==> config.mk <==
export PLATFORM = sky130hd
export DESIGN_NAME = encoder_control_status_preset
export DESIGN_NICKNAME = d
export VERILOG_FILES = /design/src/pkg/encoder_ctl_pkg.sv /design/src/hdl/encoder_control_status_preset.sv
export VERILOG_INCLUDE_DIRS = /design/src /design/src/pkg
export SDC_FILE = /design/constraint.sdc
export NUM_CORES = 1
export LEC_CHECK = 0
export BUFFER_PORTS_ARGS = -buffer_cell sky130_fd_sc_hd__buf_2
export CORE_UTILIZATION = 42
export CTS_CLUSTER_DIAMETER = 150
export DETAILED_ROUTE_END_ITERATION = 10
export GPL_ROUTABILITY_DRIVEN = 1
export PLACE_DENSITY = 0.7
export SKIP_CTS_REPAIR_TIMING = 1
export SLEW_MARGIN = 0
export SYNTH_ARGS = -nofsm -noshare
export SYNTH_HDL_FRONTEND = slang
export SYNTH_SLANG_ARGS = --single-unit
==> constraint.sdc <==
create_clock -name REF_CLK_IN -period 7.75 [get_ports REF_CLK_IN]
set_input_delay 2.325 -clock REF_CLK_IN [delete_from_list [all_inputs] [get_ports REF_CLK_IN]]
set_output_delay 2.325 -clock REF_CLK_IN [all_outputs]
set_load 0.1 [all_outputs]
==> src/pkg/encoder_ctl_map.svh <==
// Bit positions, reset values, error codes and timing counts of the encoder control block.
// Assumes it is included by its bare name wherever these constants are needed.
`ifndef ENCODER_CTL_MAP_SVH
`define ENCODER_CTL_MAP_SVH

// Command word bits
`define CMD_HOME_MODE_BIT 11
`define CMD_PRESET_BIT 12
`define CMD_CYCLIC_BIT 13
`define CMD_PARK_BIT 14
`define CMD_ACK_BIT 15

// Condition word bits
`define ST_ACK_REQ_BIT 11
`define ST_PRESET_DONE_BIT 12
`define ST_CYCLIC_BIT 13
`define ST_PARK_BIT 14
`define ST_ERROR_BIT 15

// Reset values
`define CMD_RESET 16'h0000
`define WORD_RESET 32'h0000_0000
`define PRESET_RESET 32'h0000_0000
`define LIFE_RESET 4'h0
`define LIFE_FIRST 4'h1
`define LIFE_LAST 4'hF

// Error codes placed in the secondary position word
`define ERR_PARK_REFUSED 32'h0000_0003
`define ERR_MASTER_LIFE 32'h0000_0F02
`define ERR_SYNC 32'h0000_0F04
`define ERR_MEMORY 32'h0000_1001
`define ERR_PARAM 32'h0000_1002

// Timing
`define CLK_FREQ_KHZ 200000
`define VEL_PERIOD_MS 100
`define VEL_PERIOD_CYC (`VEL_PERIOD_MS * `CLK_FREQ_KHZ)
`define VEL_SCALE (1000 / `VEL_PERIOD_MS)

`endif

==> src/pkg/encoder_ctl_pkg.sv <==
// Types shared by the encoder control block.
// Assumes the map header supplies all numeric constants.
package encoder_ctl_pkg;
  typedef logic [15:0] ctl_word_t;
  typedef logic [31:0] pos_word_t;
  typedef logic [4:0] fault_vec_t;
  typedef enum logic {PRESET_IDLE, PRESET_DONE} preset_state_t;
endpackage : encoder_ctl_pkg

==> src/hdl/encoder_control_status_preset.sv <==
// Control word decode, preset handling, status word and secondary word of the encoder.
// Assumes all inputs are produced on REF_CLK_IN by the telegram and sensor logic.
`timescale 1ns/1ps
`default_nettype none
`include "encoder_ctl_map.svh"

// Operation
// - Decode command word bits 11 to 15; lower bits ignored.
// - While parked, stay on bus, keep sign-of-life, suppress diagnostics and errors.
// - Command bit 11 zero selects absolute preset, one selects relative shift.
// - Command bit 12 low leaves the output position unchanged.
// - Absolute preset sets offset so shifted position equals preset value.
// - Set preset-done after a preset; clear it when command bit 12 drops.
// - Relative preset adds the signed preset value to the offset.
// - Each preset stores the offset in memory; offset reloads at power-on.
// - Preset value is zero until the master writes another.
// - Command bit 13 sends the absolute position in the secondary word.
// - Parking stops fault monitoring and clears pending sensor errors.
// - Parking while the drive runs is refused with error code 0x03.
// - Command bit 15 acknowledges and clears the sensor error.
// - Condition word flags ack-required, preset-done, cyclic, parked, sensor error.
// - Without bit 13 or 15 the secondary word carries nothing valid.
// - Condition bits 13 and 15 are never set together.
// - Signed 32-bit velocity recomputed once every 100 ms.
// - An active error places its code in the secondary word.
// - Master sign-of-life failures exceeded report code 0x0F02.
// - Bus cycle synchronisation failures exceeded report code 0x0F04.
// - Non-volatile memory failure reports code 0x1001.
// - Inconsistent startup parameters report code 0x1002.
// - No error and no cyclic request drive the secondary word to zero.
module encoder_control_status_preset #(
  parameter int unsigned VEL_PERIOD_CYCLES = `VEL_PERIOD_CYC
) (
  input wire logic REF_CLK_IN,
  input wire logic RESET_N_IN,
  input wire logic [15:0] COMMAND_WORD_IN,
  input wire logic COMMAND_VALID_IN,
  input wire logic [31:0] PRESET_TARGET_IN,
  input wire logic PRESET_TARGET_VALID_IN,
  input wire logic [31:0] RAW_POSITION_IN,
  input wire logic DRIVE_RUNNING_IN,
  input wire logic MASTER_LIFE_FAULT_IN,
  input wire logic SYNC_FAULT_IN,
  input wire logic NVM_FAULT_IN,
  input wire logic PARAM_FAULT_IN,
  input wire logic [31:0] NVM_OFFSET_IN,
  input wire logic NVM_LOAD_VALID_IN,
  output logic [15:0] CONDITION_WORD_OUT,
  output logic [31:0] PRIMARY_POSITION_OUT,
  output logic [31:0] SECONDARY_POSITION_OUT,
  output logic [31:0] VELOCITY_OUT,
  output logic NVM_WRITE_OUT,
  output logic [31:0] NVM_DATA_OUT,
  output logic [3:0] LIFE_COUNT_OUT,
  output logic DIAG_ENABLE_OUT
);

  // Highest priority first; one code fits the secondary word at a time
  function automatic encoder_ctl_pkg::pos_word_t fault_code(
    input encoder_ctl_pkg::fault_vec_t f
  );
    encoder_ctl_pkg::pos_word_t c;
    c = `WORD_RESET;
    if (f[4]) begin
      c = `ERR_PARK_REFUSED;
    end else if (f[3]) begin
      c = `ERR_PARAM;
    end else if (f[2]) begin
      c = `ERR_MEMORY;
    end else if (f[1]) begin
      c = `ERR_SYNC;
    end else if (f[0]) begin
      c = `ERR_MASTER_LIFE;
    end
    return c;
  endfunction : fault_code

  encoder_ctl_pkg::ctl_word_t cmd_q;
  encoder_ctl_pkg::ctl_word_t cmd_d;
  encoder_ctl_pkg::pos_word_t preset_q;
  encoder_ctl_pkg::pos_word_t preset_d;
  encoder_ctl_pkg::pos_word_t offset_q;
  encoder_ctl_pkg::pos_word_t offset_d;
  encoder_ctl_pkg::preset_state_t pstate_q;
  encoder_ctl_pkg::preset_state_t pstate_d;
  logic prev_preset_q;
  logic prev_park_q;
  logic park_q;
  logic park_d;
  logic err_q;
  logic err_d;
  encoder_ctl_pkg::pos_word_t err_code_q;
  encoder_ctl_pkg::pos_word_t err_code_d;
  encoder_ctl_pkg::ctl_word_t cond_q;
  encoder_ctl_pkg::ctl_word_t cond_d;
  encoder_ctl_pkg::pos_word_t prim_q;
  encoder_ctl_pkg::pos_word_t sec_q;
  encoder_ctl_pkg::pos_word_t sec_d;
  encoder_ctl_pkg::pos_word_t vel_q;
  encoder_ctl_pkg::pos_word_t vel_d;
  encoder_ctl_pkg::pos_word_t last_pos_q;
  logic [24:0] vel_cnt_q;
  logic nvm_wr_q;
  encoder_ctl_pkg::pos_word_t nvm_data_q;
  logic [3:0] life_q;
  logic [3:0] life_d;
  logic diag_q;

  wire logic home_rel = cmd_q[`CMD_HOME_MODE_BIT];
  wire logic req_preset = cmd_q[`CMD_PRESET_BIT];
  wire logic req_cyclic = cmd_q[`CMD_CYCLIC_BIT];
  wire logic req_park = cmd_q[`CMD_PARK_BIT];
  wire logic req_ack = cmd_q[`CMD_ACK_BIT];

  // Telegram words are captured only when the telegram logic marks them new
  assign cmd_d = COMMAND_VALID_IN ? COMMAND_WORD_IN : cmd_q;
  assign preset_d = PRESET_TARGET_VALID_IN ? PRESET_TARGET_IN : preset_q;

  // Rising edge only, so a held request cannot fire twice
  wire logic preset_fire = req_preset & ~prev_preset_q &
    (pstate_q == encoder_ctl_pkg::PRESET_IDLE);
  wire encoder_ctl_pkg::pos_word_t abs_offset = preset_q - RAW_POSITION_IN;
  wire encoder_ctl_pkg::pos_word_t rel_offset = offset_q + preset_q;
  wire encoder_ctl_pkg::pos_word_t new_offset = home_rel ? rel_offset : abs_offset;

  // Offset is reloaded from memory after power-on; a preset overrides a late reload
  assign offset_d = preset_fire ? new_offset :
    (NVM_LOAD_VALID_IN ? NVM_OFFSET_IN : offset_q);

  always_comb begin
    pstate_d = pstate_q;
    case (pstate_q)
      encoder_ctl_pkg::PRESET_IDLE: begin
        if (preset_fire) begin
          pstate_d = encoder_ctl_pkg::PRESET_DONE;
        end
      end
      encoder_ctl_pkg::PRESET_DONE: begin
        if (!req_preset) begin
          pstate_d = encoder_ctl_pkg::PRESET_IDLE;
        end
      end
      default: begin
        pstate_d = encoder_ctl_pkg::PRESET_IDLE;
      end
    endcase
  end

  // Parking is granted only while the drive stands; once granted it holds
  wire logic park_rise = req_park & ~prev_park_q;
  wire logic park_refuse = park_rise & ~park_q & DRIVE_RUNNING_IN;
  assign park_d = req_park & (park_q | ~DRIVE_RUNNING_IN);
  wire logic park_enter = park_d & ~park_q;

  // Parked sensor monitors nothing, so faults are masked
  wire encoder_ctl_pkg::fault_vec_t faults = {park_refuse,
    PARAM_FAULT_IN & ~park_q,
    NVM_FAULT_IN & ~park_q,
    SYNC_FAULT_IN & ~park_q,
    MASTER_LIFE_FAULT_IN & ~park_q};
  wire logic fault_any = |faults;

  // A fault in the same cycle as an acknowledge or park entry stays pending
  assign err_d = fault_any ? 1'b1 : ((park_enter | req_ack) ? 1'b0 : err_q);
  assign err_code_d = fault_any ? fault_code(faults) :
    (err_d ? err_code_q : `WORD_RESET);

  wire encoder_ctl_pkg::pos_word_t shifted_pos = RAW_POSITION_IN + offset_q;
  wire logic cyclic_on = req_cyclic & ~err_d;

  always_comb begin
    cond_d = 16'h0000;
    cond_d[`ST_ACK_REQ_BIT] = err_d;
    cond_d[`ST_PRESET_DONE_BIT] = (pstate_d == encoder_ctl_pkg::PRESET_DONE);
    cond_d[`ST_CYCLIC_BIT] = cyclic_on;
    cond_d[`ST_PARK_BIT] = park_d;
    cond_d[`ST_ERROR_BIT] = err_d;
  end

  // Error code replaces the position; otherwise zero unless cyclic is asked
  assign sec_d = err_d ? err_code_d :
    (cyclic_on ? shifted_pos : `WORD_RESET);

  // Velocity is the step difference per period scaled to steps per second
  wire logic vel_tick = (vel_cnt_q == 25'(VEL_PERIOD_CYCLES - 1));
  wire encoder_ctl_pkg::pos_word_t vel_delta = shifted_pos - last_pos_q;
  assign vel_d = vel_tick ? 32'(vel_delta * `VEL_SCALE) : vel_q;

  // Sign-of-life keeps counting while parked; zero is skipped on wrap
  assign life_d = ~COMMAND_VALID_IN ? life_q :
    ((life_q == `LIFE_LAST) ? `LIFE_FIRST : life_q + 4'h1);

  always_ff @(posedge REF_CLK_IN or negedge RESET_N_IN) begin
    if (!RESET_N_IN) begin
      cmd_q <= `CMD_RESET;
      preset_q <= `PRESET_RESET;
      offset_q <= `WORD_RESET;
      pstate_q <= encoder_ctl_pkg::PRESET_IDLE;
      prev_preset_q <= 1'b0;
      prev_park_q <= 1'b0;
      park_q <= 1'b0;
    end else begin
      cmd_q <= cmd_d;
      preset_q <= preset_d;
      offset_q <= offset_d;
      pstate_q <= pstate_d;
      prev_preset_q <= req_preset;
      prev_park_q <= req_park;
      park_q <= park_d;
    end
  end

  always_ff @(posedge REF_CLK_IN or negedge RESET_N_IN) begin
    if (!RESET_N_IN) begin
      err_q <= 1'b0;
      err_code_q <= `WORD_RESET;
      cond_q <= `CMD_RESET;
      prim_q <= `WORD_RESET;
      sec_q <= `WORD_RESET;
      life_q <= `LIFE_RESET;
      diag_q <= 1'b1;
    end else begin
      err_q <= err_d;
      err_code_q <= err_code_d;
      cond_q <= cond_d;
      prim_q <= shifted_pos;
      sec_q <= sec_d;
      life_q <= life_d;
      diag_q <= ~park_d;
    end
  end

  always_ff @(posedge REF_CLK_IN or negedge RESET_N_IN) begin
    if (!RESET_N_IN) begin
      vel_cnt_q <= 25'h000_0000;
      vel_q <= `WORD_RESET;
      last_pos_q <= `WORD_RESET;
    end else begin
      vel_cnt_q <= vel_tick ? 25'h000_0000 : vel_cnt_q + 25'h000_0001;
      vel_q <= vel_d;
      last_pos_q <= vel_tick ? shifted_pos : last_pos_q;
    end
  end

  // Store request is a one-cycle strobe carrying the freshly computed offset
  always_ff @(posedge REF_CLK_IN or negedge RESET_N_IN) begin
    if (!RESET_N_IN) begin
      nvm_wr_q <= 1'b0;
      nvm_data_q <= `WORD_RESET;
    end else begin
      nvm_wr_q <= preset_fire;
      nvm_data_q <= preset_fire ? new_offset : nvm_data_q;
    end
  end

  assign CONDITION_WORD_OUT = cond_q;
  assign PRIMARY_POSITION_OUT = prim_q;
  assign SECONDARY_POSITION_OUT = sec_q;
  assign VELOCITY_OUT = vel_q;
  assign NVM_WRITE_OUT = nvm_wr_q;
  assign NVM_DATA_OUT = nvm_data_q;
  assign LIFE_COUNT_OUT = life_q;
  assign DIAG_ENABLE_OUT = diag_q;
endmodule : encoder_control_status_preset
`default_nettype wire

=== Yosys cells after proc, flatten, opt, wreduce, memory -nomap -nowiden ===
Index checks and enable logic that the tools add are counted.

* Bits in registers: 312
* Bits in latches: 0
* RAM bits: 0
* Bits in read-only memories: 0
* Bits of input ports: 122
* Output and inout bits: 150
* Logic and storage cells: 70
* Memories kept: 0

* Add/sub/neg operators: 6
* Multiply operators: 1
* Divide/modulo/power cells: 0
* Order comparisons: 0
* Equality and inequality tests: 2
* Shift operators: 0
* Multiplexer cells: 19
* Bitwise logic cells: 21
* Reductions and logical operators: 2

{| class="wikitable"
|+ Operator list
! cell !! number
|-
| $mux 32 || 7
|-
| $add 32x32->32 || 2
|-
| $sub 32x32->32 || 2
|-
| $mux 13 || 3
|-
| $mul 32x3->31 const B || 1
|-
| $add 25x1->25 const B || 1
|-
| $eq 25x25->1 const B || 1
|-
| $mux 25 || 1
|-
| $mux 12 || 2
|-
| $and 1x1->1 || 12
|-
| $not 1->1 || 7
|-
| $reduce_or 5->1 || 1
|-
| $add 4x1->4 const B || 1
|-
| $eq 4x4->1 const B || 1
|-
| $mux 1 || 4
|-
| $mux 4 || 1
|-
| $or 1x1->1 || 2
|-
| $pmux 1 s2 || 1
|-
| $reduce_bool 2->1 || 1
|}

=== Logic depth before layout (Yosys ltp) ===
* Word-level depth: 11
* Gate-level depth with buffers: 32
* Depth with buffers taken out: 32

=== Worst setup path before layout ===
OpenSTA, ideal clock, no wires.

* Kind: input to register
* Start point: input port RAW_POSITION_IN[0]
* End point: register vel_q[30] (netlist: VELOCITY_OUT[30])
* Data arrival time: 8.315 ns
* Path slack: -0.699 ns
* Stages on the path: 32
* Path buffers: 0
* Cells stage by stage: ha_1 fa_1 a211oi_1 o21bai_1 nand3_1 and3_1 nor2_1 or2_2 a21oi_1 o21bai_1 xor2_1 ha_1 and3_1 and3_1 a2111oi_0 a21oi_1 o21ai_0 nand2_1 a21o_1 a21oi_1 xnor2_1 ha_1 ha_1 a21o_1 a21o_1 a21oi_1 and2_1 o31a_1 o21ai_0 a31oi_1 xor2_1 o21ai_0

* Longest elaborated chain between the ends: 3

{| class="wikitable"
|+ RTL lines
! item !! line !! RTL
|-
| from (decl) || encoder_control_status_preset.sv:40 || <nowiki>input wire logic [31:0] RAW_POSITION_IN,</nowiki>
|-
| $add 32x32->32 || encoder_control_status_preset.sv:168 || <nowiki>wire encoder_ctl_pkg::pos_word_t shifted_pos = RAW_POSITION_IN + offset_q;</nowiki>
|-
| named net shifted_pos[14] || encoder_control_status_preset.sv:168 ||
|-
| $sub 32x32->32 || encoder_control_status_preset.sv:186 || <nowiki>wire encoder_ctl_pkg::pos_word_t vel_delta = shifted_pos - last_pos_q;</nowiki>
|-
| $mul 32x3->31 (no line) || -- ||
|-
| to (signal assigned) || encoder_control_status_preset.sv:236 || <nowiki>vel_q <= `WORD_RESET;</nowiki>
|-
| to (signal assigned) || encoder_control_status_preset.sv:240 || <nowiki>vel_q <= vel_d;</nowiki>
|-
| to (decl) || encoder_control_status_preset.sv:99 || <nowiki>encoder_ctl_pkg::pos_word_t vel_q;</nowiki>
|}

The timed path passes the listed nets, and every way through them passes these cells.
A chain may end at the register's enable or synchronous reset.

=== Worst setup path in the final report ===
* Start point: input port RAW_POSITION_IN[0]
* End point: register vel_q[28] (netlist: VELOCITY_OUT[28])

The elaborated chain is that of the path after synthesis.

==> results.md <==
- Slew Viols, Final: 0
- Worst Hold Depth: 0
- Endpoint type of the worst setup path: register
- Fin area: 23000 µm²
- Status: finished, violations left
- Placement-stage cell area: 21300 µm²
- Failing checks: setup timing
- CP required: 8.15 ns
- Worst Max-Slew Pin Slew: 1.11 ns
- Worst hold slack: 0.429 ns
- Hold Crit Start: cmd_q[14]$_DFFE_PN0P_
- Core Util, Final: 0.558
- Register area: 7410 µm²
- Seq/Total Area, Yosys: 0.418
- Grt ovf: 0
- First-pass GRT wire length: 77.4 mm
- Clk buf depth: 3
- Post-DP HPWL: 36.6 mm
- Comb pwr share: 0.661
- I/O pin count: 272
- Area contributors post-synth: dfrtp_1 42%, ha_1 10%, nand2_1 5.3%, o21ai_0 4.7%, a21o_1 4.2%
- Via count: 15200
- Worst setup margin: -0.0642 ns
- Area Growth Syn to Fin: 29.9%
- Die W: 208 µm
- Worst slack, placed: -0.672 ns
- Most frequent cell after synthesis: dfrtp_1
- Clk pin slew, worst setup/hold paths: 0.06 ns
- Met1 Usage GRT: 0.281
- NetSw: 5180 µW
- Layout cells sized above 1: 0.295
- DR iter-0 viols: 725
- DRT Pass-1 Iters: 5
- Fraction of registers with async set/reset: 1.00
- CTS Buf Count: 34
- H-tree depth: 2
- Synth Register Bits: 296
- CP Launch Type: input pin
- Drt total wl: 48.3 mm
- Routing usage on met2: 0.371
- Simple-gate portion of the synthesized area: 0.136
- Final setup fails: 2
- Pleak: 0.0119 µW
- Clk_lat worst skew: 0.54 ns
- Synth top cells by count: 295 x dfrtp_1, 251 x nand2_1, 167 x o21ai_0
- Adder-Cell Fraction of Synth Area: 0.107
- Sw Ratio: 0.470
- Avg WL per Cell: 16.6 µm
- Placer Congestion: 0.900
- Mapped Avg Cell Area: 9.52 µm²
- GRT Overall Usage: 0.220
- Synthesized instance count: 1863
- Starting Density: 0.430
- Worst R2R End: VELOCITY_OUT[28]$_DFFE_PN0N_
- Area of the multi-input gates: 10300 µm²
- Root buffer cell: clkbuf_16
- Filler instances: 3545
- FMAX: 128 MHz
- Ys flop type: dfrtp_1
- Gr busiest metal: met2
- Worst Setup Path Type: input pin to register
- Hold crit path type: register to register
- Clk_skew: 0.0182 ns
- Max-cap viol count: 0
- Internal power: 5840 µW
- Unrepaired setup endpoints after global routing: yes
- Crit Reg-Reg Startpoint: offset_q[0]$_DFFE_PN0P_
- Critical path peak fanout: 4
- Largest net degree at the start of global routing: 170
- Synth Warn #: 0
- Vias per cell: 5.25
- Share of the synthesized area in the top cell type: 0.416
- Period minus WS final: 7.81 ns
- FP Rows: 74
- Worst VDD drop: 363 µV
- Drt drc: 0
- Count of different cell masters after synthesis: 74
- Pwr Density: 478 nW/µm²
- FF-to-FF setup slack: 1.37 ns
- Port buffer count: 248
- Vias in the first global route: 15500
- XOR/XNOR Fraction of Synth Area: 0.0752
- Largest family of logic cells by synthesized area: compound AO/OA/AOI/OAI gates
- Power share of the clock group: 0.159
- Cell Area, Synth: 17700 µm²
- Sequential fraction of design power: 0.180
- Period utilisation layout: 1.01
- Die H: 208 µm
- Arr. time, crit path: 8.21 ns
- Core outline area: 41300 µm²
- Hold path endpoint: prev_park_q$_DFF_PN0_
- Reg2reg path depth: 31
- Mux cell area share after synthesis: 0.0414
- CTS sink cnt: 296
- Synth area leader: dfrtp_1
- CTS tree: yes
- Die area: 43100 µm²
- Worst path max stage delay: 0.35 ns
- Synth Area in Compound Gates: 0.185
- Max_slew headroom: 0.263
- Slowest-stage cell, CP: fa_2
- # nets final: 2608
- Initial antenna violation count: 11
- Final Hold Fails: 0
- Final ANT Viol Nets: 0
- Met3 Use GR: 0.0421
- Post-synth EDFFs: 0
-- how the worst max path moves through the flow --
stage	startpoint	to	slack (ns)	cells after the start
4_1_cts	RAW_POSITION_IN[0]	VELOCITY_OUT[29]$_DFFE_PN0N_	-0.12	32
6_report	RAW_POSITION_IN[0]	VELOCITY_OUT[28]$_DFFE_PN0N_	-0.06	32
5_1_grt	RAW_POSITION_IN[0]	VELOCITY_OUT[28]$_DFFE_PN0N_	-0.33	33
3_5_place_dp	RAW_POSITION_IN[0]	VELOCITY_OUT[29]$_DFFE_PN0N_	-0.67	32
3_3_place_gp	RAW_POSITION_IN[0]	VELOCITY_OUT[30]$_DFFE_PN0N_	-0.60	33
2_1_floorplan	RAW_POSITION_IN[0]	VELOCITY_OUT[30]$_DFFE_PN0N_	-0.01	32
-- critical path: cells and delay by family --
family                     cells  cell delay, ns
AOI/OAI and AO/OA             15            2.62
adders and majority gates      5            1.42
and+or+nand+nor                8            1.26
xor gates and xnor gates       3            0.50
buffers and inverters          1            0.10
-- cell families (layout without fill, tap and decap cells) --
| family | count (synthesis) | after routing |
|---|---|---|
| buf+inv | 155 | 641 |
| fa+ha+maj | 150 | 150 |
| xor+xnor | 150 | 150 |
| other cells | 1 | 22 |
| mux | 68 | 68 |
| compound gates | 528 | 528 |
| simple gates | 515 | 515 |
| flops | 296 | 296 |
-- state kept, by name, summed over array words and instances (netlist names) --
name / count
preset_q: 32
VELOCITY_OUT: 31
SECONDARY_POSITION_OUT: 32
LIFE_COUNT_OUT: 4
cmd_q: 5
DIAG_ENABLE_OUT: 1
prev_park_q: 1
err_code_q: 32
last_pos_q: 31
vel_cnt_q: 25
NVM_DATA_OUT: 32
PRIMARY_POSITION_OUT: 32
offset_q: 32
CONDITION_WORD_OUT: 4
NVM_WRITE_OUT: 1
prev_preset_q: 1
-- per-stage QoR --
| step | cells | total power, µW | setup TNS [ns] |
|---|---|---|---|
| finish | 2902 | 11000 | -0.116 |
| global route | 2897 | 11800 | -1.38 |
| CTS | 2880 | 10700 | -0.431 |
| detailed placement | 2820 | 8830 | -5.94 |
| global placement | 2820 | 8700 | -5.09 |
| floorplan | 1874 | 6640 | -0.0149 |
-- area by class of cell --
cell class              instances  share of cell area
clock inverters                18              0.0123
repair buffers                499               0.137
diodes                         10             0.00109
well taps                     532              0.0289
multi-input cells            1423               0.445
clock buffers                  42              0.0404
flip-flops and latches        296               0.321
inverters                      82              0.0134
-- per-layer routing --
metal  up-vias  part of all wire
met1      7293              0.44
met5         -           0.00066
met4         6             0.030
li1       7489                 -
met3        95             0.050
met2       354              0.48
-- layout by cell type, fill, tap and decap left out, drive strengths merged, types with 32 or more instances in the layout --
cell      n
o21ai   169
a21oi   128
a21o     99
ha      146
clkbuf   42
dfrtp   295
xnor2    83
mux2     43
inv      84
nand2   251
buf     499
xor2     66
nor2     79
and2     32
-- power groups by stage --
stage	combinational (µW)	sequential (µW)	clock [µW]
6_report	7280	1990	1750
4_1_cts	6880	1980	1790
3_5_place_dp	6820	2010	0
5_1_grt	7920	2010	1850
3_3_place_gp	6700	2000	0
2_1_floorplan	3260	3390	0
(Power assumes the default switching activity.)
